**src/rtl/taxse_pkg.sv**
```systemverilog
// constants, types and register map shared by the execution core and its holding bank
package taxse_pkg;

    // data path widths
    localparam int PTR_W      = 21;
    localparam int BYTE_W     = 8;
    localparam int OPC_W      = 16;
    localparam int BANK_W     = 4;
    localparam int FADDR_W    = 12;
    localparam int WORD_AW    = 20;
    localparam int WB_ADR_W   = 8;
    localparam int WB_DAT_W   = 32;
    localparam int WB_SEL_W   = 4;
    localparam int HOLD_DEPTH = 8;

    // opcode match masks and patterns
    localparam logic [15:0] TBL_MASK   = 16'hfffc;
    localparam logic [15:0] TRD_PAT    = 16'h0008;
    localparam logic [15:0] TWR_PAT    = 16'h000c;
    localparam logic [15:0] TST_MASK   = 16'hfe00;
    localparam logic [15:0] TST_PAT    = 16'h6600;
    localparam logic [15:0] XORL_MASK  = 16'hff00;
    localparam logic [15:0] XORL_PAT   = 16'h0a00;
    localparam logic [15:0] XORF_MASK  = 16'hfc00;
    localparam logic [15:0] XORF_PAT   = 16'h1800;

    // opcode field positions
    localparam int DEST_BIT   = 9;
    localparam int ACC_BIT    = 8;

    // pointer update selections
    localparam logic [1:0] MODE_KEEP    = 2'h0;
    localparam logic [1:0] MODE_POSTINC = 2'h1;
    localparam logic [1:0] MODE_POSTDEC = 2'h2;
    localparam logic [1:0] MODE_PREINC  = 2'h3;
    localparam logic [20:0] PTR_STEP    = 21'h0_0001;

    // access bank split and banks
    localparam logic [7:0] ACC_SPLIT     = 8'h80;
    localparam logic [3:0] ACC_LOW_BANK  = 4'h0;
    localparam logic [3:0] ACC_HIGH_BANK = 4'hf;

    // phases of one instruction cycle
    localparam logic [1:0] PH_Q1 = 2'h0;
    localparam logic [1:0] PH_Q2 = 2'h1;
    localparam logic [1:0] PH_Q3 = 2'h2;
    localparam logic [1:0] PH_Q4 = 2'h3;

    // register byte offsets
    localparam logic [7:0] REG_INSTR  = 8'h00;
    localparam logic [7:0] REG_STATUS = 8'h04;
    localparam logic [7:0] REG_WORK   = 8'h08;
    localparam logic [7:0] REG_TPTR   = 8'h0c;
    localparam logic [7:0] REG_TLAT   = 8'h10;
    localparam logic [7:0] REG_BANK   = 8'h14;
    localparam logic [7:0] REG_HOLD   = 8'h20;

    // status register fields
    localparam int ST_BUSY    = 0;
    localparam int ST_NEG     = 1;
    localparam int ST_ZERO    = 2;
    localparam int ST_SKIP    = 3;
    localparam int ST_ILLEGAL = 4;
    localparam int ST_CYC_LSB = 8;

    // reset values
    localparam logic [7:0]  HOLD_RESET = 8'hff;
    localparam logic [7:0]  BYTE_RESET = 8'h00;
    localparam logic [20:0] PTR_RESET  = 21'h0_0000;
    localparam logic [15:0] OPC_RESET  = 16'h0000;
    localparam logic [31:0] WORD_ZERO  = 32'h0000_0000;

    typedef enum logic [1:0] {st_idle, st_cyc1, st_cyc2, st_cyc3} taxse_state_t;
    typedef enum logic [2:0] {op_none, op_trd, op_twr, op_tst, op_xorl, op_xorf} taxse_op_t;

endpackage

```
**src/rtl/taxse_hold_bank.sv**
```systemverilog
// bank of program-memory write holding registers with one write and one read port
`timescale 1ns/10ps
module taxse_hold_bank #(
    parameter int DEPTH = taxse_pkg::HOLD_DEPTH,
    parameter int IDX_W = $clog2(DEPTH)
) (
    input  wire logic                        clk_i,
    input  wire logic                        rst_i,
    input  wire logic                        we_i,
    input  wire logic [IDX_W-1:0]            wr_idx_i,
    input  wire logic [taxse_pkg::BYTE_W-1:0] wr_data_i,
    input  wire logic [IDX_W-1:0]            rd_idx_i,
    output logic      [taxse_pkg::BYTE_W-1:0] rd_data_o
);
    import taxse_pkg::*;

    logic [BYTE_W-1:0] hold [DEPTH];

    // staging bytes, erased value after reset; nothing here reaches program memory
    always_ff @(posedge clk_i) begin
        if (rst_i) begin
            for (int i = 0; i < DEPTH; i++) begin
                hold[i] <= HOLD_RESET;
            end
        end else if (we_i) begin
            hold[wr_idx_i] <= wr_data_i; // [RL6]
        end
    end

    // read port for software inspection
    assign rd_data_o = hold[rd_idx_i];

endmodule

```
**src/rtl/taxse_core.sv**
```systemverilog
// execution core for table access, test-skip and exclusive-or instructions
//
// Our own choices: register access over Wishbone and the address map.
`timescale 1ns/10ps
// Summary of operation
// [RL1] table read opcode 10nn, four pointer modes
// [RL2] table pointer is 21-bit byte address
// [RL3] pointer bit zero picks low/high byte
// [RL4] table read fills latch, two cycles, no flags
// [RL5] table write opcode 11nn, pre-increment first
// [RL6] table write stores latch into holding register
// [RL7] table write takes two cycles, no flags
// [RL8] holding registers only stage, never program
// [RL9] test-skip opcode; zero discards next instruction
// [RL10] test-skip one, two or three cycles
// [RL11] access bit zero forces the access bank
// [RL12] xor literal into working register, flags
// [RL13] xor file register, updates negative/zero flags
// [RL14] destination bit picks working or file
// [RL15] pointer steps wrap silently at 21 bits
module taxse_core #(
    parameter int HOLD_N = taxse_pkg::HOLD_DEPTH
) (
    input  wire logic                           clk_i,
    input  wire logic                           rst_i,
    input  wire logic                           wb_cyc_i,
    input  wire logic                           wb_stb_i,
    input  wire logic                           wb_we_i,
    input  wire logic [taxse_pkg::WB_ADR_W-1:0] wb_adr_i,
    input  wire logic [taxse_pkg::WB_SEL_W-1:0] wb_sel_i,
    input  wire logic [taxse_pkg::WB_DAT_W-1:0] wb_dat_i,
    output logic      [taxse_pkg::WB_DAT_W-1:0] wb_dat_o,
    output logic                                wb_ack_o,
    output logic      [taxse_pkg::WORD_AW-1:0]  pm_addr_o,
    output logic                                pm_rd_o,
    input  wire logic [2*taxse_pkg::BYTE_W-1:0] pm_word_i,
    output logic      [taxse_pkg::FADDR_W-1:0]  fr_addr_o,
    output logic                                fr_rd_o,
    input  wire logic [taxse_pkg::BYTE_W-1:0]   fr_rdata_i,
    output logic                                fr_we_o,
    output logic      [taxse_pkg::BYTE_W-1:0]   fr_wdata_o,
    input  wire logic                           next_two_word_i,
    output logic                                skip_o,
    output logic                                busy_o
);
    import taxse_pkg::*;

    localparam int HIDX_W = $clog2(HOLD_N);
    localparam logic [7:0] HOLD_END = 8'(REG_HOLD + 4 * HOLD_N);

    taxse_state_t      state;
    taxse_state_t      next_state;
    taxse_op_t         op;
    logic [1:0]        phase;
    logic [OPC_W-1:0]  opcode;
    logic [BYTE_W-1:0] w_reg;
    logic              n_flag;
    logic              z_flag;
    logic              skipped;
    logic              illegal;
    logic              skip_take;
    logic              two_word;
    logic [1:0]        cyc_count;
    logic [1:0]        last_cycles;
    logic [PTR_W-1:0]  table_pointer;
    logic [BYTE_W-1:0] table_latch;
    logic [BYTE_W-1:0] latch_snap;
    logic [BANK_W-1:0] bank_select_reg;
    logic [BYTE_W-1:0] operand;
    logic [BYTE_W-1:0] xor_result;
    logic [BYTE_W-1:0] hold_rd;
    logic [HIDX_W-1:0] hold_rd_idx;
    logic              hold_we;
    logic              bus_req;
    logic              bus_wr;
    logic              issue;
    logic              last_q;
    logic [1:0]        mode;
    logic [7:0]        fsel;

    // merge written byte lanes onto the old value
    function automatic logic [31:0] lanes(input logic [31:0] old, input logic [31:0] nw,
                                          input logic [3:0] sel);
        logic [31:0] r;
        r = old;
        for (int b = 0; b < 4; b++) begin
            if (sel[b]) begin
                r[8*b +: 8] = nw[8*b +: 8];
            end
        end
        return r;
    endfunction

    // bus qualifiers; a write lands at the edge where ack is seen
    assign bus_req = wb_cyc_i & wb_stb_i;
    assign bus_wr  = bus_req & wb_we_i & wb_ack_o;
    assign issue   = bus_wr & (wb_adr_i == REG_INSTR) & (state == st_idle);
    assign last_q  = (phase == PH_Q4);
    assign mode    = opcode[1:0];
    assign fsel    = opcode[7:0];
    assign busy_o  = (state != st_idle);

    // opcode decode
    always_comb begin
        if ((opcode & TBL_MASK) == TRD_PAT) begin
            op = op_trd; // [RL1]
        end else if ((opcode & TBL_MASK) == TWR_PAT) begin
            op = op_twr; // [RL5]
        end else if ((opcode & TST_MASK) == TST_PAT) begin
            op = op_tst; // [RL9]
        end else if ((opcode & XORL_MASK) == XORL_PAT) begin
            op = op_xorl; // [RL12]
        end else if ((opcode & XORF_MASK) == XORF_PAT) begin
            op = op_xorf; // [RL13]
        end else begin
            op = op_none;
        end
    end

    assign xor_result = w_reg ^ operand;

    // cycle sequencing: table ops and taken skips add cycles
    always_comb begin
        next_state = st_idle;
        case (state)
            st_cyc1: begin
                if (op == op_trd || op == op_twr) begin
                    next_state = st_cyc2; // [RL4] [RL7]
                end else if (op == op_tst && skip_take) begin
                    next_state = st_cyc2; // [RL10]
                end
            end
            st_cyc2: begin
                if (op == op_tst && two_word) begin
                    next_state = st_cyc3; // [RL10]
                end
            end
            default: next_state = st_idle;
        endcase
    end

    // state and phase counter
    always_ff @(posedge clk_i) begin
        if (rst_i) begin
            state <= st_idle;
            phase <= PH_Q1;
        end else if (state == st_idle) begin
            if (issue) begin
                state <= st_cyc1;
                phase <= PH_Q1;
            end
        end else begin
            phase <= phase + 2'h1;
            if (last_q) begin
                state <= next_state;
            end
        end
    end

    // opcode register, issued from the bus
    always_ff @(posedge clk_i) begin
        if (rst_i) begin
            opcode <= OPC_RESET;
        end else if (issue) begin
            opcode <= OPC_W'(lanes({16'h0000, opcode}, wb_dat_i, wb_sel_i));
        end
    end

    // cycle count of the instruction in flight and of the last one
    always_ff @(posedge clk_i) begin
        if (rst_i) begin
            cyc_count   <= 2'h0;
            last_cycles <= 2'h0;
        end else if (issue) begin
            cyc_count <= 2'h0;
        end else if (state != st_idle && last_q) begin
            cyc_count <= cyc_count + 2'h1;
            if (next_state == st_idle) begin
                last_cycles <= cyc_count + 2'h1;
            end
        end
    end

    // file register port: address, read strobe, operand capture, write back
    always_ff @(posedge clk_i) begin
        if (rst_i) begin
            fr_addr_o  <= 12'h000;
            fr_rd_o    <= 1'b0;
            fr_we_o    <= 1'b0;
            fr_wdata_o <= BYTE_RESET;
            operand    <= BYTE_RESET;
        end else begin
            fr_rd_o <= 1'b0;
            fr_we_o <= 1'b0;
            if (state == st_cyc1 && phase == PH_Q1) begin
                if (opcode[ACC_BIT]) begin
                    fr_addr_o <= {bank_select_reg, fsel}; // [RL11]
                end else if (fsel < ACC_SPLIT) begin
                    fr_addr_o <= {ACC_LOW_BANK, fsel}; // [RL11]
                end else begin
                    fr_addr_o <= {ACC_HIGH_BANK, fsel}; // [RL11]
                end
                fr_rd_o <= (op == op_tst || op == op_xorf);
                operand <= fsel; // literal for the literal form
            end
            if (state == st_cyc1 && phase == PH_Q3) begin
                if (op == op_tst || op == op_xorf) begin
                    operand <= fr_rdata_i;
                end
                if (op == op_xorf && opcode[DEST_BIT]) begin
                    fr_we_o    <= 1'b1; // [RL14]
                    fr_wdata_o <= w_reg ^ fr_rdata_i; // [RL13]
                end
            end
        end
    end

    // skip decision, taken when the tested register reads zero
    always_ff @(posedge clk_i) begin
        if (rst_i) begin
            skip_take <= 1'b0;
            two_word  <= 1'b0;
            skip_o    <= 1'b0;
            skipped   <= 1'b0;
        end else begin
            if (issue) begin
                skip_take <= 1'b0;
                skipped   <= 1'b0;
            end else if (state == st_cyc1 && phase == PH_Q3) begin
                skip_take <= (op == op_tst) && (fr_rdata_i == BYTE_RESET); // [RL9]
            end
            if (state == st_cyc1 && last_q) begin
                two_word <= next_two_word_i;
                skip_o   <= skip_take; // [RL9]
                skipped  <= skip_take;
            end else if (last_q && next_state == st_idle) begin
                skip_o <= 1'b0;
            end
        end
    end

    // working register and flags; only the exclusive-or forms touch flags
    always_ff @(posedge clk_i) begin
        if (rst_i) begin
            w_reg  <= BYTE_RESET;
            n_flag <= 1'b0;
            z_flag <= 1'b0;
        end else if (state == st_cyc1 && last_q && (op == op_xorl || op == op_xorf)) begin
            n_flag <= xor_result[BYTE_W-1]; // [RL12] [RL13]
            z_flag <= (xor_result == BYTE_RESET);
            if (op == op_xorl || !opcode[DEST_BIT]) begin
                w_reg <= xor_result; // [RL12] [RL14]
            end
        end else if (state == st_idle && bus_wr && wb_adr_i == REG_WORK) begin
            w_reg <= BYTE_W'(lanes({24'h00_0000, w_reg}, wb_dat_i, wb_sel_i));
        end
    end

    // bank select register, software owned
    always_ff @(posedge clk_i) begin
        if (rst_i) begin
            bank_select_reg <= 4'h0;
        end else if (state == st_idle && bus_wr && wb_adr_i == REG_BANK && wb_sel_i[0]) begin
            bank_select_reg <= wb_dat_i[BANK_W-1:0];
        end
    end

    // table pointer: pre-increment ends cycle one, post steps end cycle two
    always_ff @(posedge clk_i) begin
        if (rst_i) begin
            table_pointer <= PTR_RESET;
        end else if ((op == op_trd || op == op_twr) && last_q) begin
            if (state == st_cyc1 && mode == MODE_PREINC) begin
                table_pointer <= table_pointer + PTR_STEP; // [RL1] [RL5] [RL15]
            end else if (state == st_cyc2 && mode == MODE_POSTINC) begin
                table_pointer <= table_pointer + PTR_STEP; // [RL1] [RL15]
            end else if (state == st_cyc2 && mode == MODE_POSTDEC) begin
                table_pointer <= table_pointer - PTR_STEP; // [RL1] [RL15]
            end
        end else if (state == st_idle && bus_wr && wb_adr_i == REG_TPTR) begin
            table_pointer <= PTR_W'(lanes({11'h000, table_pointer}, wb_dat_i,
                                          wb_sel_i)); // [RL2]
        end
    end

    // program memory read: word address and strobe both set in Q1 of cycle two
    always_ff @(posedge clk_i) begin
        if (rst_i) begin
            pm_addr_o <= 20'h0_0000;
            pm_rd_o   <= 1'b0;
        end else begin
            pm_rd_o <= 1'b0;
            if (state == st_cyc2 && phase == PH_Q1 && op == op_trd) begin
                pm_addr_o <= table_pointer[PTR_W-1:1]; // [RL2]
                pm_rd_o   <= 1'b1; // [RL4]
            end
        end
    end

    // table latch: memory byte at end of cycle two, snapshot for table write
    always_ff @(posedge clk_i) begin
        if (rst_i) begin
            table_latch <= BYTE_RESET;
            latch_snap  <= BYTE_RESET;
        end else if (state == st_cyc2 && op == op_trd && last_q) begin
            if (table_pointer[0]) begin
                table_latch <= pm_word_i[2*BYTE_W-1:BYTE_W]; // [RL3] [RL4]
            end else begin
                table_latch <= pm_word_i[BYTE_W-1:0]; // [RL3] [RL4]
            end
        end else if (state == st_cyc2 && op == op_twr && phase == PH_Q2) begin
            latch_snap <= table_latch; // [RL7]
        end else if (state == st_idle && bus_wr && wb_adr_i == REG_TLAT && wb_sel_i[0]) begin
            table_latch <= wb_dat_i[BYTE_W-1:0];
        end
    end

    // holding registers take the snapshot at the last phase; no path to program memory
    assign hold_we     = (state == st_cyc2) && (op == op_twr) && last_q; // [RL7] [RL8]
    assign hold_rd_idx = wb_adr_i[2 +: HIDX_W];

    taxse_hold_bank #(
        .DEPTH (HOLD_N),
        .IDX_W (HIDX_W)
    ) u_hold (
        .clk_i     (clk_i),
        .rst_i     (rst_i),
        .we_i      (hold_we),
        .wr_idx_i  (table_pointer[HIDX_W-1:0]), // [RL6]
        .wr_data_i (latch_snap),
        .rd_idx_i  (hold_rd_idx),
        .rd_data_o (hold_rd)
    );

    // illegal opcode flag, refreshed by every issue
    always_ff @(posedge clk_i) begin
        if (rst_i) begin
            illegal <= 1'b0;
        end else if (state == st_cyc1 && phase == PH_Q1) begin
            illegal <= (op == op_none);
        end
    end

    // bus slave: one wait state, reads registered, unmapped reads give zero
    always_ff @(posedge clk_i) begin
        if (rst_i) begin
            wb_ack_o <= 1'b0;
            wb_dat_o <= WORD_ZERO;
        end else begin
            wb_ack_o <= bus_req & ~wb_ack_o;
            wb_dat_o <= WORD_ZERO;
            if (bus_req && !wb_ack_o) begin
                if (wb_adr_i == REG_INSTR) begin
                    wb_dat_o[OPC_W-1:0] <= opcode;
                end else if (wb_adr_i == REG_STATUS) begin
                    wb_dat_o[ST_BUSY]               <= busy_o;
                    wb_dat_o[ST_NEG]                <= n_flag;
                    wb_dat_o[ST_ZERO]               <= z_flag;
                    wb_dat_o[ST_SKIP]               <= skipped;
                    wb_dat_o[ST_ILLEGAL]            <= illegal;
                    wb_dat_o[ST_CYC_LSB +: 2]       <= last_cycles;
                end else if (wb_adr_i == REG_WORK) begin
                    wb_dat_o[BYTE_W-1:0] <= w_reg;
                end else if (wb_adr_i == REG_TPTR) begin
                    wb_dat_o[PTR_W-1:0] <= table_pointer;
                end else if (wb_adr_i == REG_TLAT) begin
                    wb_dat_o[BYTE_W-1:0] <= table_latch;
                end else if (wb_adr_i == REG_BANK) begin
                    wb_dat_o[BANK_W-1:0] <= bank_select_reg;
                end else if (wb_adr_i >= REG_HOLD && wb_adr_i < HOLD_END) begin
                    wb_dat_o[BYTE_W-1:0] <= hold_rd;
                end
            end
        end
    end

endmodule

```
**config.mk**
```make
export PLATFORM = sky130hd
export DESIGN_NAME = taxse_core
export DESIGN_NICKNAME = d
export VERILOG_FILES = /design/src/rtl/taxse_pkg.sv /design/src/rtl/taxse_hold_bank.sv /design/src/rtl/taxse_core.sv
export SDC_FILE = /design/constraint.sdc
export NUM_CORES = 1
export LEC_CHECK = 0
export BUFFER_PORTS_ARGS = -buffer_cell sky130_fd_sc_hd__buf_2
export CORE_ASPECT_RATIO = 1.75
export CORE_MARGIN = 2
export CORE_UTILIZATION = 35
export CTS_CLUSTER_SIZE = 12
export DETAILED_ROUTE_END_ITERATION = 10
export PLACE_DENSITY_LB_ADDON = 0.15
export RECOVER_POWER = 25
export SETUP_SLACK_MARGIN = 0.2
export SYNTH_ARGS = -nofsm -noshare
export SYNTH_HDL_FRONTEND = slang
export SYNTH_HIERARCHICAL = 1
export SYNTH_SLANG_ARGS = --single-unit
```
**constraint.sdc**
```tcl
create_clock -name clk_i -period 3.97 [get_ports clk_i]
set_input_delay 0.5955 -clock clk_i [delete_from_list [all_inputs] [get_ports clk_i]]
set_output_delay 0.5955 -clock clk_i [all_outputs]
set_load 0.005 [all_outputs]
```
Word level (Yosys, flattened, before mapping)
Memories as Yosys holds them, arrays and structs flattened.
Index checks and enable logic that the tools add are counted.
{ "word_totals": {"out_inout_bits": 78, "latchBits": 0, "register_bits": 164, "mem_bits_rw": 64, "wordCells": 213, "n_memories": 1, "input_bits": 74, "rom_bits": 0} }
{ "memory_table": {"columns": ["name", "depth", "width", "read_ports", "rd_ports_with_merged_regs", "wr", "line", "source"], "rows": [
  ["u_hold.hold", 8, 8, 1, 0, 8, "taxse_hold_bank.sv:17", "logic [BYTE_W-1:0] hold [DEPTH];"]
]} }
{ "op_classes": {"n_addsub": 4, "n_eq_ne": 27, "mux": 61, "div_mod_pow": 0, "reduce_logical": 71, "n_mul": 0, "shift": 0, "magnitude_cmp": 3, "bitwise_logic": 15} }
{ "ops": {"columns": ["operator", "count"], "rows": [
  ["two-way mux 8 bit", 17],
  ["two-way mux 21 bit", 5],
  ["logical AND 1 bit", 30],
  ["equality test 14 x 2 -> 1 bit, second input constant", 2],
  ["two-way mux 13 bit", 2],
  ["equality test 8 x 4 -> 1 bit, second input constant", 3],
  ["logical NOT 8 bit", 3],
  ["two-way mux 12 bit", 2],
  ["nonzero test 2 bit", 11],
  ["adder 21 x 1 -> 21 bit, second input constant", 1],
  ["two-way mux 3 bit", 7],
  ["subtractor 21 x 1 -> 21 bit, second input constant", 1],
  ["two-way mux 2 bit", 9],
  ["equality test 8 x 5 -> 1 bit, second input constant", 2],
  ["two-way mux 16 bit", 1],
  ["XOR 8 bit", 2],
  ["AND reduction 3 bit", 5],
  ["two-way mux 1 bit", 12],
  ["AND reduction 2 bit", 6],
  ["two-way mux 11 bit", 1],
  ["equality test 2 bit, second input constant", 5],
  ["two-way mux 5 bit", 2],
  ["equality test 8 x 3 -> 1 bit, second input constant", 1],
  ["greater-or-equal comparator 8 x 6 -> 1 bit, second input constant", 1],
  ["other kinds (23)", 50]
]} }

Logic depth before layout (Yosys ltp)
Gate-level depths: netlist of the first run.
{ "depth": {"word_depth": 15, "depth_mapped": 10, "ltp_nobuf": 8} }

Hierarchy
The synthesis of the first run kept the hierarchy.
{ "modules_own_cells": {"columns": ["module", "area_per_inst_um2", "seq_area_each_um2", "n_inst", "cells_each"], "rows": [
  ["taxse_core", 7669.9, 3062.9, 1, 901],
  ["taxse_hold_bank", 3115.5, 1921.8, 1, 186]
]} }

Least setup slack after synthesis of the first run
OpenSTA, ideal clock, no wires.
{ "synth_path": {"kind": "register -> register", "from": "register table_pointer[2]", "to": "register table_pointer[19]", "setup_slack_ns": 1.394, "synth_period_minus_slack_ns": 2.576, "stages_incl_launch_ff": 8, "required_ns": 3.896, "t_arrival_ns": 2.502, "path_cell_list": "dfxtp_1 > buf_6 > or4_4 > or3_4 > or4_4 > a22oi_2 > mux2_2 > a31oi_1"} }
{ "synth_via": {"elab_chain_cells": 5} }
{ "synth_lines": {"columns": ["item", "line", "source"], "rows": [
  ["start: declaration", "taxse_core.sv:65", "logic [PTR_W-1:0] table_pointer;"],
  ["start signal: assignment", "taxse_core.sv:274", "table_pointer <= table_pointer + PTR_STEP;"],
  ["start signal: assignment", "taxse_core.sv:276", "table_pointer <= table_pointer + PTR_STEP;"],
  ["start signal: assignment", "taxse_core.sv:278", "table_pointer <= table_pointer - PTR_STEP;"],
  ["subtractor 21 x 1 -> 21 bit", "taxse_core.sv:278", null],
  ["two-way mux 21 bit", "taxse_core.sv:277", "end else if (state == st_cyc2 && mode == MODE_POSTDEC) begin"],
  ["two-way mux 21 bit", "taxse_core.sv:275", "end else if (state == st_cyc2 && mode == MODE_POSTINC) begin"],
  ["two-way mux 21 bit *", "taxse_core.sv:273", "if (state == st_cyc1 && mode == MODE_PREINC) begin"],
  ["two-way mux 21 bit *", "taxse_core.sv:272", "end else if ((op == op_trd || op == op_twr) && last_q) begin"]
]} }
Mark *: on every way between the ends. The rest lies on a longest branch, timed or not. The select of a mux whose other input is x is not followed.
A chain may end at the register's enable or synchronous reset.

==> summary.txt, run 1 <==
Sequential-to-total area share from yosys stat: 0.462
Clk sinks: 217
Die width: 137 um
Maximum fanout along the worst path: 13
Final weighted congestion of routability-driven global placement: 0.873
Final period demand of the worst path: 3.22 ns
RSZ-0062 raised after global routing: false
Initial antenna violation count: 1
Average cell area after synthesis: 9.92 sq um
Residual DRC count: 0
Fraction of registers with async set/reset: 0
Switching fraction of total power: 0.226
H-tree depth: 1
I/O Buffers: 128
Critical Path AT: 3.40 ns
Count of final hold-check violations: 0
Routed vias/inst: 5.57
Reg with most FFs: u_hold/hold
Sum Neg Setup Slack: 0 ns
Worst-case headroom to the max-slew limit: -0.154
Dominant cell type by area after synthesis: sky130_fd_sc_hd__dfxtp_1
Count of pins on the block boundary: 152
Number of global-route vias before repair: 8750
Layout Area Growth over Synthesis: 14.3%
Largest registers ranked by flip-flop count: u_hold/hold: 64 flops, table_pointer: 21 flops, wb_dat_o: 21 flops
Synth warnings: 6
Switching Power: 1.01 mW
Largest clock skew in the final design: 0.00876 ns
Top-area cell type share of the netlist area: 0.284
Status: complete, but fails checks
Layout cells sized above 1: 0.158
CP endpoint kind: flip-flop
Final ANT Viol Nets: 0
Clock network fraction of design power: 0.438
Critical setup path kind: flip-flop to flip-flop
Post-Syn Area: 10800 sq um
Post-synth top cells: sky130_fd_sc_hd__dfxtp_1 (153), sky130_fd_sc_hd__nor2_1 (108), sky130_fd_sc_hd__nand2_1 (76)
Synth unique cells: 73
Placeable core region: 30500 sq um
Number of design-rule violations left by the first detailed-router iteration: 512
Reg power frac: 0.518
Buffer cell driving the clock tree root: sky130_fd_sc_hd__clkbuf_16
Post-CTS setup repair buffer count: 0
Largest net degree at the start of global routing: 79
Clk_lat worst skew: 0.53 ns
Number of standard-cell rows in the floorplan: 85
Maximum operating frequency: 311 MHz
Register bit count reported by yosys: 217
Post-cts gate resize count: 0
Vertical extent of the die: 236 um
Final-report max-slew violation count: 79
Total congestion overflow: 0
Number of buffers between clock root and the deepest sink: 3
Maximum capacitance violations: 1
Main synth FF type: sky130_fd_sc_hd__dfxtp_1
CTS clock-pin slew for the worst setup and hold paths: 0.06 ns
Wire length of the first global-routing pass: 52400 um
Setup-failing EPs final: 0
Largest cells by area after synthesis: sky130_fd_sc_hd__dfxtp_1 (28%), sky130_fd_sc_hd__edfxtp_1 (18%), sky130_fd_sc_hd__mux2i_1 (6.9%), sky130_fd_sc_hd__nand3b_1 (4.7%), sky130_fd_sc_hd__nor2_1 (3.8%)
Proportion of power drawn by combinational gates: 0.045
Post-synthesis compound-gate area fraction: 0.140
Xor and xnor area share after synthesis: 0.0171
Total power per unit cell area: 360 nW/um^2
Most frequent cell after synthesis: sky130_fd_sc_hd__dfxtp_1
Hold/Removal Path Class: primary input to flip-flop
Number of instances in the synthesized netlist: 1087
WP data required: 4.15 ns
Area fraction in and, or, nand and nor cells after synthesis: 0.200
Post-synthesis mux area share: 0.121
Power Internal: 3.44 mW
DR pass1 iterations: 5
Total clock buffers created by CTS: 22
Post-layout net count: 1266
Number of enable flip-flop cells after synthesis: 64
Overall track demand over capacity in global routing: 0.216
Vias post-DR: 8836
Leakage power summed over all cells: 4.56 nW
Initial standard-cell utilization of the core: 0.353
Final Cycle Share: 0.811
Flip-flop count of the largest register after layout: 64
Failing checks: max-capacitance violations, max-slew violations
Actual slew at the worst max-slew pin: 1.73 ns
CTS hold repair buffers: 0
Main combinational cell family by area after synthesis: simple AND/OR/NAND/NOR gates
Overall die area: 32300 sq um
Final Routed Wirelength: 35100 um
Detailed placement HPWL: 25800 um
Final design utilization: 0.404
Post-synthesis adder-cell area fraction: 0.0104
Kind of start point of the critical path: flip-flop
Max IR drop VDD: 0.249 mV
Clock tree from TritonCTS: yes
Routed WL per cell: 22.2 um
[cell usage in the layout, fill, tap and decap left out, types with 5 or more instances in the layout]
| master | n |
|---|---|
| sky130_fd_sc_hd__dfxtp_1 | 153 |
| sky130_fd_sc_hd__nor2_1 | 108 |
| sky130_fd_sc_hd__buf_2 | 106 |
| sky130_fd_sc_hd__nand2_1 | 76 |
| sky130_fd_sc_hd__mux2i_1 | 74 |
| sky130_fd_sc_hd__a21oi_1 | 69 |
| sky130_fd_sc_hd__nand3b_1 | 67 |
| sky130_fd_sc_hd__edfxtp_1 | 64 |
| sky130_fd_sc_hd__clkbuf_1 | 28 |
| sky130_fd_sc_hd__inv_1 | 27 |
| sky130_fd_sc_hd__nor3_1 | 25 |
| sky130_fd_sc_hd__buf_4 | 25 |
| sky130_fd_sc_hd__clkbuf_16 | 23 |
| sky130_fd_sc_hd__nand3_1 | 21 |
| sky130_fd_sc_hd__o21ai_0 | 19 |
| sky130_fd_sc_hd__and3_1 | 18 |
| sky130_fd_sc_hd__xnor2_1 | 18 |
| sky130_fd_sc_hd__a21o_1 | 15 |
| sky130_fd_sc_hd__o32ai_1 | 15 |
| sky130_fd_sc_hd__mux4_1 | 15 |
| sky130_fd_sc_hd__a22o_1 | 14 |
| sky130_fd_sc_hd__and2_1 | 12 |
| sky130_fd_sc_hd__mux2_2 | 12 |
| sky130_fd_sc_hd__o22ai_1 | 11 |
| sky130_fd_sc_hd__a311oi_1 | 11 |
| sky130_fd_sc_hd__conb_1 | 11 |
| sky130_fd_sc_hd__or3_1 | 10 |
| sky130_fd_sc_hd__a211oi_1 | 9 |
| sky130_fd_sc_hd__ha_1 | 9 |
| sky130_fd_sc_hd__nand2b_1 | 8 |
| sky130_fd_sc_hd__nand4_1 | 8 |
| sky130_fd_sc_hd__a32o_1 | 8 |
| sky130_fd_sc_hd__a31oi_1 | 8 |
| sky130_fd_sc_hd__o21ai_1 | 7 |
| sky130_fd_sc_hd__or4_1 | 6 |
| sky130_fd_sc_hd__nor2b_1 | 6 |
| sky130_fd_sc_hd__nor4_1 | 6 |
| sky130_fd_sc_hd__and4_1 | 5 |
| sky130_fd_sc_hd__o31ai_1 | 5 |
[path summary, 6_finish.rpt]
check,from,end,slack (ns),cells past startpoint
min reg2reg,fr_addr_o[2]$_SDFFE_PP0P_,fr_addr_o[2]$_SDFFE_PP0P_,0.45,2
max reg2reg,opcode[13]$_SDFFE_PP0P_,u_hold/hold[3][0]$_SDFFCE_PN1P_,0.75,6
max,opcode[13]$_SDFFE_PP0P_,u_hold/hold[3][0]$_SDFFCE_PN1P_,0.75,6
min,next_two_word_i,two_word$_SDFFE_PP0P_,0.32,3
[metal layers]
| layer | GRT usage | vias to the layer above | routed length, um |
|---|---|---|---|
| met3 | 0.0251 | 85 | 1540 |
| met2 | 0.398 | 256 | 18700 |
| met1 | 0.233 | 4310 | 12900 |
| li1 | - | 4185 | - |
| met5 | 0 | - | 0 |
| met4 | 0.117 | 0 | 1970 |
[cells by family after synthesis]
family	count (synthesis)
other cells	1
buf+inv	118
compound gates	220
flops	217
xor+xnor	21
mux	103
simple gates	398
fa+ha+maj	9
[power groups by stage]
stage	clock, mW	sequential [mW]	combinational [mW]
detailed placement	0	2.35	0.200
floorplan	0	2.34	0.117
CTS	2.00	2.30	0.200
finish	1.94	2.30	0.199
global route	2.08	2.30	0.213
global placement	0	2.35	0.199
[critical path: stages (launching register included)]
cell and delay (ns):
sky130_fd_sc_hd__dfxtp_1 0.35, sky130_fd_sc_hd__nor4_2 0.60, sky130_fd_sc_hd__and4_1 0.48, sky130_fd_sc_hd__and2_1 0.22
sky130_fd_sc_hd__and3_1 0.23, sky130_fd_sc_hd__and3b_1 0.53, sky130_fd_sc_hd__a21o_1 0.46
[cell type report]
class / instances / area [sq um]
antenna: 1 / 2.50
sequential: 217 / 4980
tap: 391 / 489
fill: 3067 / 18200
multi-input combinational: 762 / 5320
timing repair buffer: 153 / 802
clock inverter: 2 / 10.0
inverter: 27 / 101
clock buffer: 32 / 619
[stage by stage]
step | cell area, sq um | std cells | hold WS (ns) | setup slack [ns] | total power, mW
2_1_floorplan | 10800 | 1097 | 0.432 | 1.39 | 2.46
4_1_cts | 12400 | 1584 | 0.313 | 0.786 | 4.50
3_5_place_dp | 11700 | 1550 | 0.447 | 0.805 | 2.55
5_1_grt | 12300 | 1585 | 0.339 | 0.555 | 4.59
3_3_place_gp | 11700 | 1550 | 0.444 | 0.813 | 2.55
6_report | 12300 | 1585 | 0.322 | 0.750 | 4.44
(Power assumes the default switching activity.)
==> run 2: changes to the inputs <==
ABC_AREA = 1   (was not set)
clock period = 3.2 ns   (was 3.97 ns; I/O delays follow)
==> summary.txt, run 2 <==
Critical Path AT: 2.75 ns
Average cell area after synthesis: 7.32 sq um
Post-Syn Area: 11200 sq um
DR pass1 iterations: 5
Maximum capacitance violations: 0
Final ANT Viol Nets: 0
Initial antenna violation count: 1
Setup-failing EPs final: 0
Leading cell type in the layout, fill and taps excluded: sky130_fd_sc_hd__nand2_1
Sum Neg Setup Slack: 0 ns
Synth unique cells: 53
Detailed placement HPWL: 28000 um
Register bit count reported by yosys: 217
Initial standard-cell utilization of the core: 0.356
Critical setup path kind: flip-flop to flip-flop
Number of design-rule violations left by the first detailed-router iteration: 514
Fraction of registers with async set/reset: 0
CP endpoint kind: flip-flop
Placed Cells: 2024
Largest net degree at the start of global routing: 58
Post-layout net count: 1736
Number of fillers in the final layout: 3415
Flip-flop count of the largest register after layout: 64
Most used cell, CP: sky130_fd_sc_hd__nor2_1
Overall power of the completed layout: 5.73 mW
Overall track demand over capacity in global routing: 0.215
Most frequent cell after synthesis: sky130_fd_sc_hd__nand2_1
Slowest stage cell on the critical path: sky130_fd_sc_hd__dfxtp_1
Largest registers ranked by flip-flop count: u_hold/hold: 64 flops, table_pointer: 21 flops, wb_dat_o: 21 flops
Buffer cell driving the clock tree root: sky130_fd_sc_hd__clkbuf_16
Vertical extent of the die: 241 um
Xor and xnor area share after synthesis: 0.0203
RSZ-0062 raised after global routing: false
Layout Area Growth over Synthesis: 14.6%
Leakage power summed over all cells: 5.65 nW
Worst-case headroom to the max-slew limit: 0.392
Hold/Removal Path Class: primary input to flip-flop
Vias post-DR: 10100
Commonest cells after routing, fill and taps aside: sky130_fd_sc_hd__nand2_1 (417), sky130_fd_sc_hd__inv_1 (198), sky130_fd_sc_hd__nor2_1 (167), sky130_fd_sc_hd__dfxtp_1 (153), sky130_fd_sc_hd__o21ai_0 (114)
Kind of start point of the critical path: flip-flop
Sequential-to-total area share from yosys stat: 0.444
Total power per unit cell area: 445 nW/um^2
Routed WL per cell: 17.7 um
Final Cycle Share: 0.787
Maximum fanout along the worst path: 8
Number of enable flip-flop cells after synthesis: 64
Largest cells by area after synthesis: sky130_fd_sc_hd__dfxtp_1 (27%), sky130_fd_sc_hd__edfxtp_1 (17%), sky130_fd_sc_hd__nand2_1 (14%), sky130_fd_sc_hd__inv_1 (6.6%), sky130_fd_sc_hd__nor2_1 (5.5%)
CTS clock-pin slew for the worst setup and hold paths: 0.06 ns
Post-synthesis compound-gate area fraction: 0.134
Clock tree from TritonCTS: yes
Main synth FF type: sky130_fd_sc_hd__dfxtp_1
Number of global-route vias before repair: 9936
Wire length of the first global-routing pass: 56000 um
Overall die area: 33600 sq um
Cell family with the largest share of critical-path delay: simple AND/OR/NAND/NOR gates
Number of buffers between clock root and the deepest sink: 3
Number of standard-cell rows in the floorplan: 86
Clk sinks: 217
Delay of the slowest cell on the worst path: 0.40 ns
I/O Buffers: 128
Placeable core region: 31500 sq um
Maximum operating frequency: 397 MHz
Layout cells sized above 1: 0.122
Top-area cell type share of the netlist area: 0.273
Largest clock skew in the final design: 0.0135 ns
Dominant cell type by area after synthesis: sky130_fd_sc_hd__dfxtp_1
Post-CTS setup repair buffer count: 0
Status: finished clean
Actual slew at the worst max-slew pin: 0.907 ns
Clk_lat worst skew: 0.54 ns
Final-report max-slew violation count: 0
Residual DRC count: 0
Die width: 139 um
H-tree depth: 1
Buffer and inverter count on the worst path: 2
CTS hold repair buffers: 0
Synth warnings: 6
Final weighted congestion of routability-driven global placement: 0.872
Post-cts gate resize count: 0
Final cell count without fillers: 2064
Post-synthesis adder-cell area fraction: 0.0100
Total clock buffers created by CTS: 23
Final period demand of the worst path: 2.52 ns
Area fraction in and, or, nand and nor cells after synthesis: 0.288
Max IR drop VDD: 0.358 mV
Main combinational cell family by area after synthesis: simple AND/OR/NAND/NOR gates
Combined flip-flop and latch cell area: 4980 sq um
Cell-by-cell trace of the critical path: nor2_1, nand3_4, nor2_1, nand2_2, nor3_1, inv_1, nor2_4, nand2_4, o21ai_0, buf_4
Post-synthesis mux area share: 0
Routed vias/inst: 4.90
Area of combinational cells with multiple inputs: 5100 sq um
Final Routed Wirelength: 36500 um
Count of pins on the block boundary: 152
Post-synth top cells: sky130_fd_sc_hd__nand2_1 (417), sky130_fd_sc_hd__inv_1 (198), sky130_fd_sc_hd__nor2_1 (165)
Count of final hold-check violations: 0
Total congestion overflow: 0
WP data required: 3.44 ns
Number of instances in the synthesized netlist: 1535
Reg with most FFs: u_hold/hold
## run 2: final timing paths
check	startpoint	end	cells past startpoint	slack, ns
setup / recovery	opcode[7]$_SDFFE_PP0P_	u_hold/hold[4][5]$_SDFFCE_PN1P_	10	0.68
hold / removal	next_two_word_i	two_word$_SDFFE_PP0P_	3	0.22
setup reg to reg	opcode[7]$_SDFFE_PP0P_	u_hold/hold[4][5]$_SDFFCE_PN1P_	10	0.68
hold reg to reg	pm_addr_o[15]$_SDFFE_PP0P_	pm_addr_o[15]$_SDFFE_PP0P_	2	0.46
## run 2: power by group
part           switching (mW)  total, mW  leakage [nW]  internal (mW)
registers            0.000840       2.82          1.67           2.82
clock network            1.12       2.65         0.358           1.54
logic                   0.174      0.252          3.62         0.0776
## run 2: final cells by class
type / count / share of cell area
Sequential cell: 217 / 0.387
Clock inverter: 3 / 0.00340
Antenna cell: 1 / 0.000194
Timing Repair Buffer: 154 / 0.0608
Tap cell: 396 / 0.0385
Multi-Input combinational cell: 1050 / 0.396
Clock buffer: 36 / 0.0529
Inverter: 207 / 0.0609
## run 2: layer usage
metal	track usage	wire, um	vias to the layer above
li1	-	-	5140
met4	0.0894	1510	0
met5	0	0	-
met3	0.0248	1360	77
met1	0.216	12900	4676
met2	0.440	20700	222
## run 2: logic make-up after synthesis
family | after synthesis
compound gates | 265
xor+xnor | 26
simple gates | 739
fa+ha+maj | 9
other cells | 1
buf+inv | 278
flops | 217
## run 2: per-stage QoR
step	cell area, sq um	hold slack (ns)	worst slack (ns)	util
final	12900	0.222	0.682	0.408
after global routing	12900	0.218	0.468	0.408
after CTS	12900	0.205	0.745	0.411
after detailed placement	12200	0.440	0.658	0.388
after global placement	12200	0.445	0.697	0.388
after floorplan	11300	0.437	0.892	-
## run 2: worst reg2reg max path: cells and delay by family (launching register included)
family,cells,cell delay [ns]
flip-flops,1,0.40
buffers and inverters,2,0.35
AO/OA/AOI/OAI,1,0.19
AND/OR/NAND/NOR,7,1.29
==> run 3: changes to the inputs <==
clock period = 2.5 ns   (was 3.2 ns; I/O delays follow)
==> summary.txt, run 3 (same netlist as run 2, synthesis figures left out) <==
Status: finished clean
Number of standard-cell rows in the floorplan: 86
I/O Buffers: 128
Maximum fanout along the worst path: 16
Maximum operating frequency: 453 MHz
Vias post-DR: 10400
Overall track demand over capacity in global routing: 0.221
Routed vias/inst: 4.96
Worst hold margin: 0.112 ns
Buffer and inverter count on the worst path: 3
Buffer cell driving the clock tree root: sky130_fd_sc_hd__clkbuf_16
Sum Neg Setup Slack: 0 ns
Switching fraction of total power: 0.224
Commonest cells after routing, fill and taps aside: sky130_fd_sc_hd__nand2_1 (413), sky130_fd_sc_hd__inv_1 (198), sky130_fd_sc_hd__nor2_1 (167), sky130_fd_sc_hd__dfxtp_1 (153), sky130_fd_sc_hd__o21ai_0 (110)
Count of final hold-check violations: 0
Placeable core region: 31500 sq um
Final weighted congestion of routability-driven global placement: 0.906
Hold/Removal Path Class: primary input to flip-flop
Flip-flop count of the largest register after layout: 64
Wire length of the first global-routing pass: 57100 um
Critical Path AT: 2.62 ns
Number of design-rule violations left by the first detailed-router iteration: 523
H-tree depth: 1
Largest clock skew in the final design: 0.0104 ns
Clock tree from TritonCTS: yes
Delay of the slowest cell on the worst path: 0.41 ns
Final period demand of the worst path: 2.21 ns
RSZ-0062 raised after global routing: true
Layout cells sized above 1: 0.136
Final cell count without fillers: 2096
Critical setup path kind: flip-flop to flip-flop
Actual slew at the worst max-slew pin: 0.993 ns
CTS clock-pin slew for the worst setup and hold paths: 0.06 ns
Final-report max-slew violation count: 0
Max IR drop VDD: 0.486 mV
Setup-failing EPs final: 0
Number of buffers between clock root and the deepest sink: 3
Reg power frac: 0.503
Final Cycle Share: 0.882
Kind of start point of the critical path: flip-flop
Placed Cells: 2052
Cell-by-cell trace of the critical path: inv_1, ha_1, nand3_1, nand2_2, buf_4, buf_4, o21ai_0, nand2_1, nand3_1, nand2_1, nor2_1, nor2_1
Initial antenna violation count: 2
Layout Area Growth over Synthesis: 17.0%
Largest net degree at the start of global routing: 54
Number of global-route vias before repair: 10300
Slowest stage cell on the critical path: sky130_fd_sc_hd__o21ai_0
Leakage power summed over all cells: 5.81 nW
Routed WL per cell: 17.8 um
Residual DRC count: 0
Detailed placement HPWL: 28900 um
Cell family with the largest share of critical-path delay: simple AND/OR/NAND/NOR gates
Proportion of power drawn by combinational gates: 0.046
Register-to-register setup slack: 0.29 ns
Leading cell type in the layout, fill and taps excluded: sky130_fd_sc_hd__nand2_1
Largest registers ranked by flip-flop count: u_hold/hold: 64 flops, table_pointer: 21 flops, wb_dat_o: 21 flops
Initial standard-cell utilization of the core: 0.356
Combined flip-flop and latch cell area: 4980 sq um
Worst-case headroom to the max-slew limit: 0.338
Power Internal: 5.58 mW
WP data required: 2.92 ns
Total power per unit cell area: 547 nW/um^2
CP endpoint kind: flip-flop
Post-layout net count: 1768
Area of combinational cells with multiple inputs: 5130 sq um
Count of pins on the block boundary: 152
Final ANT Viol Nets: 0
Maximum capacitance violations: 0
Total clock buffers created by CTS: 23
Reg with most FFs: u_hold/hold
Final Routed Wirelength: 37400 um
Clock network fraction of design power: 0.451
Switching Power: 1.61 mW
Vertical extent of the die: 241 um
Total congestion overflow: 0
Clk sinks: 217
DR pass1 iterations: 5
Overall die area: 33600 sq um
Die width: 139 um
CTS hold repair buffers: 0
Number of fillers in the final layout: 3364
Clk_lat worst skew: 0.52 ns
==> run 3: cell count changes in the layout (fill, tap and decap cells not counted), moves of 2 or more <==
cell / before / now
sky130_fd_sc_hd__o21ai_0: 114 / 110
sky130_fd_sc_hd__buf_4: 25 / 52
sky130_fd_sc_hd__nand2_2: 12 / 16
sky130_fd_sc_hd__buf_2: 89 / 82
sky130_fd_sc_hd__buf_12: 0 / 3
sky130_fd_sc_hd__nor3_4: 1 / 3
sky130_fd_sc_hd__nand2_1: 417 / 413
sky130_fd_sc_hd__clkbuf_1: 46 / 55
sky130_fd_sc_hd__o21ai_1: 2 / 6
==> run 3: path summary, 6_finish.rpt <==
check,start,to,depth (start not counted)
setup / recovery,state[0]$_SDFFE_PP0P_,table_pointer[14]$_SDFFE_PP0P_,12
hold / removal,next_two_word_i,two_word$_SDFFE_PP0P_,3
setup reg to reg,state[0]$_SDFFE_PP0P_,table_pointer[14]$_SDFFE_PP0P_,12
hold reg to reg,pm_addr_o[2]$_SDFFE_PP0P_,pm_addr_o[2]$_SDFFE_PP0P_,2
==> run 3: final cells by class <==
cell class / instances / area share
Multi-Input combinational cell: 1050 / 0.391
Sequential cell: 217 / 0.379
Timing Repair Buffer: 186 / 0.0795
Inverter: 207 / 0.0597
Clock buffer: 37 / 0.0520
Tap cell: 396 / 0.0377
Clock inverter: 2 / 0.000762
Antenna cell: 1 / 0.000190
==> run 3: repair_timing <==
item / in CTS / in global routing
endpoints found under the setup margin: 0 / 117
setup buffers: 0 / 4
gates resized for setup: 0 / 9
==> run 3: worst min-delay path: cells and delay by family <==
kind / cells / cell delay, ns
simple gates: 1 / 0.07
compound gates: 1 / 0.07
buf+inv: 1 / 0.08
==> run 3: stage by stage <==
stage / total power [mW] / area, sq um / util / worst slack (ns)
6_report: 7.19 / 13100 / 0.417 / 0.294
4_1_cts: 7.28 / 13200 / 0.417 / 0.226
2_1_floorplan: 3.88 / 11300 / - / 0.192
3_5_place_dp: 4.02 / 12500 / 0.395 / 0.238
5_1_grt: 7.44 / 13100 / 0.417 / 0.0865
3_3_place_gp: 4.02 / 12500 / 0.395 / 0.211
==> run 3: power by group through the flow <==
| stage | clock, mW | combinational [mW] | sequential [mW] |
|---|---|---|---|
| 4_1_cts | 3.34 | 0.332 | 3.62 |
| 5_1_grt | 3.47 | 0.361 | 3.61 |
| 2_1_floorplan | 0 | 0.187 | 3.69 |
| 3_3_place_gp | 0 | 0.329 | 3.69 |
| 3_5_place_dp | 0 | 0.331 | 3.69 |
| 6_report | 3.24 | 0.329 | 3.62 |
==> run 3: per-layer routing <==
metal,wire (um),vias to the layer above,track usage,share of wire
met4,1740,2,0.104,0.047
met5,19,-,0,0.00051
met1,13300,4804,0.221,0.36
met2,20700,280,0.445,0.55
li1,-,5211,-,-
met3,1550,92,0.0250,0.041
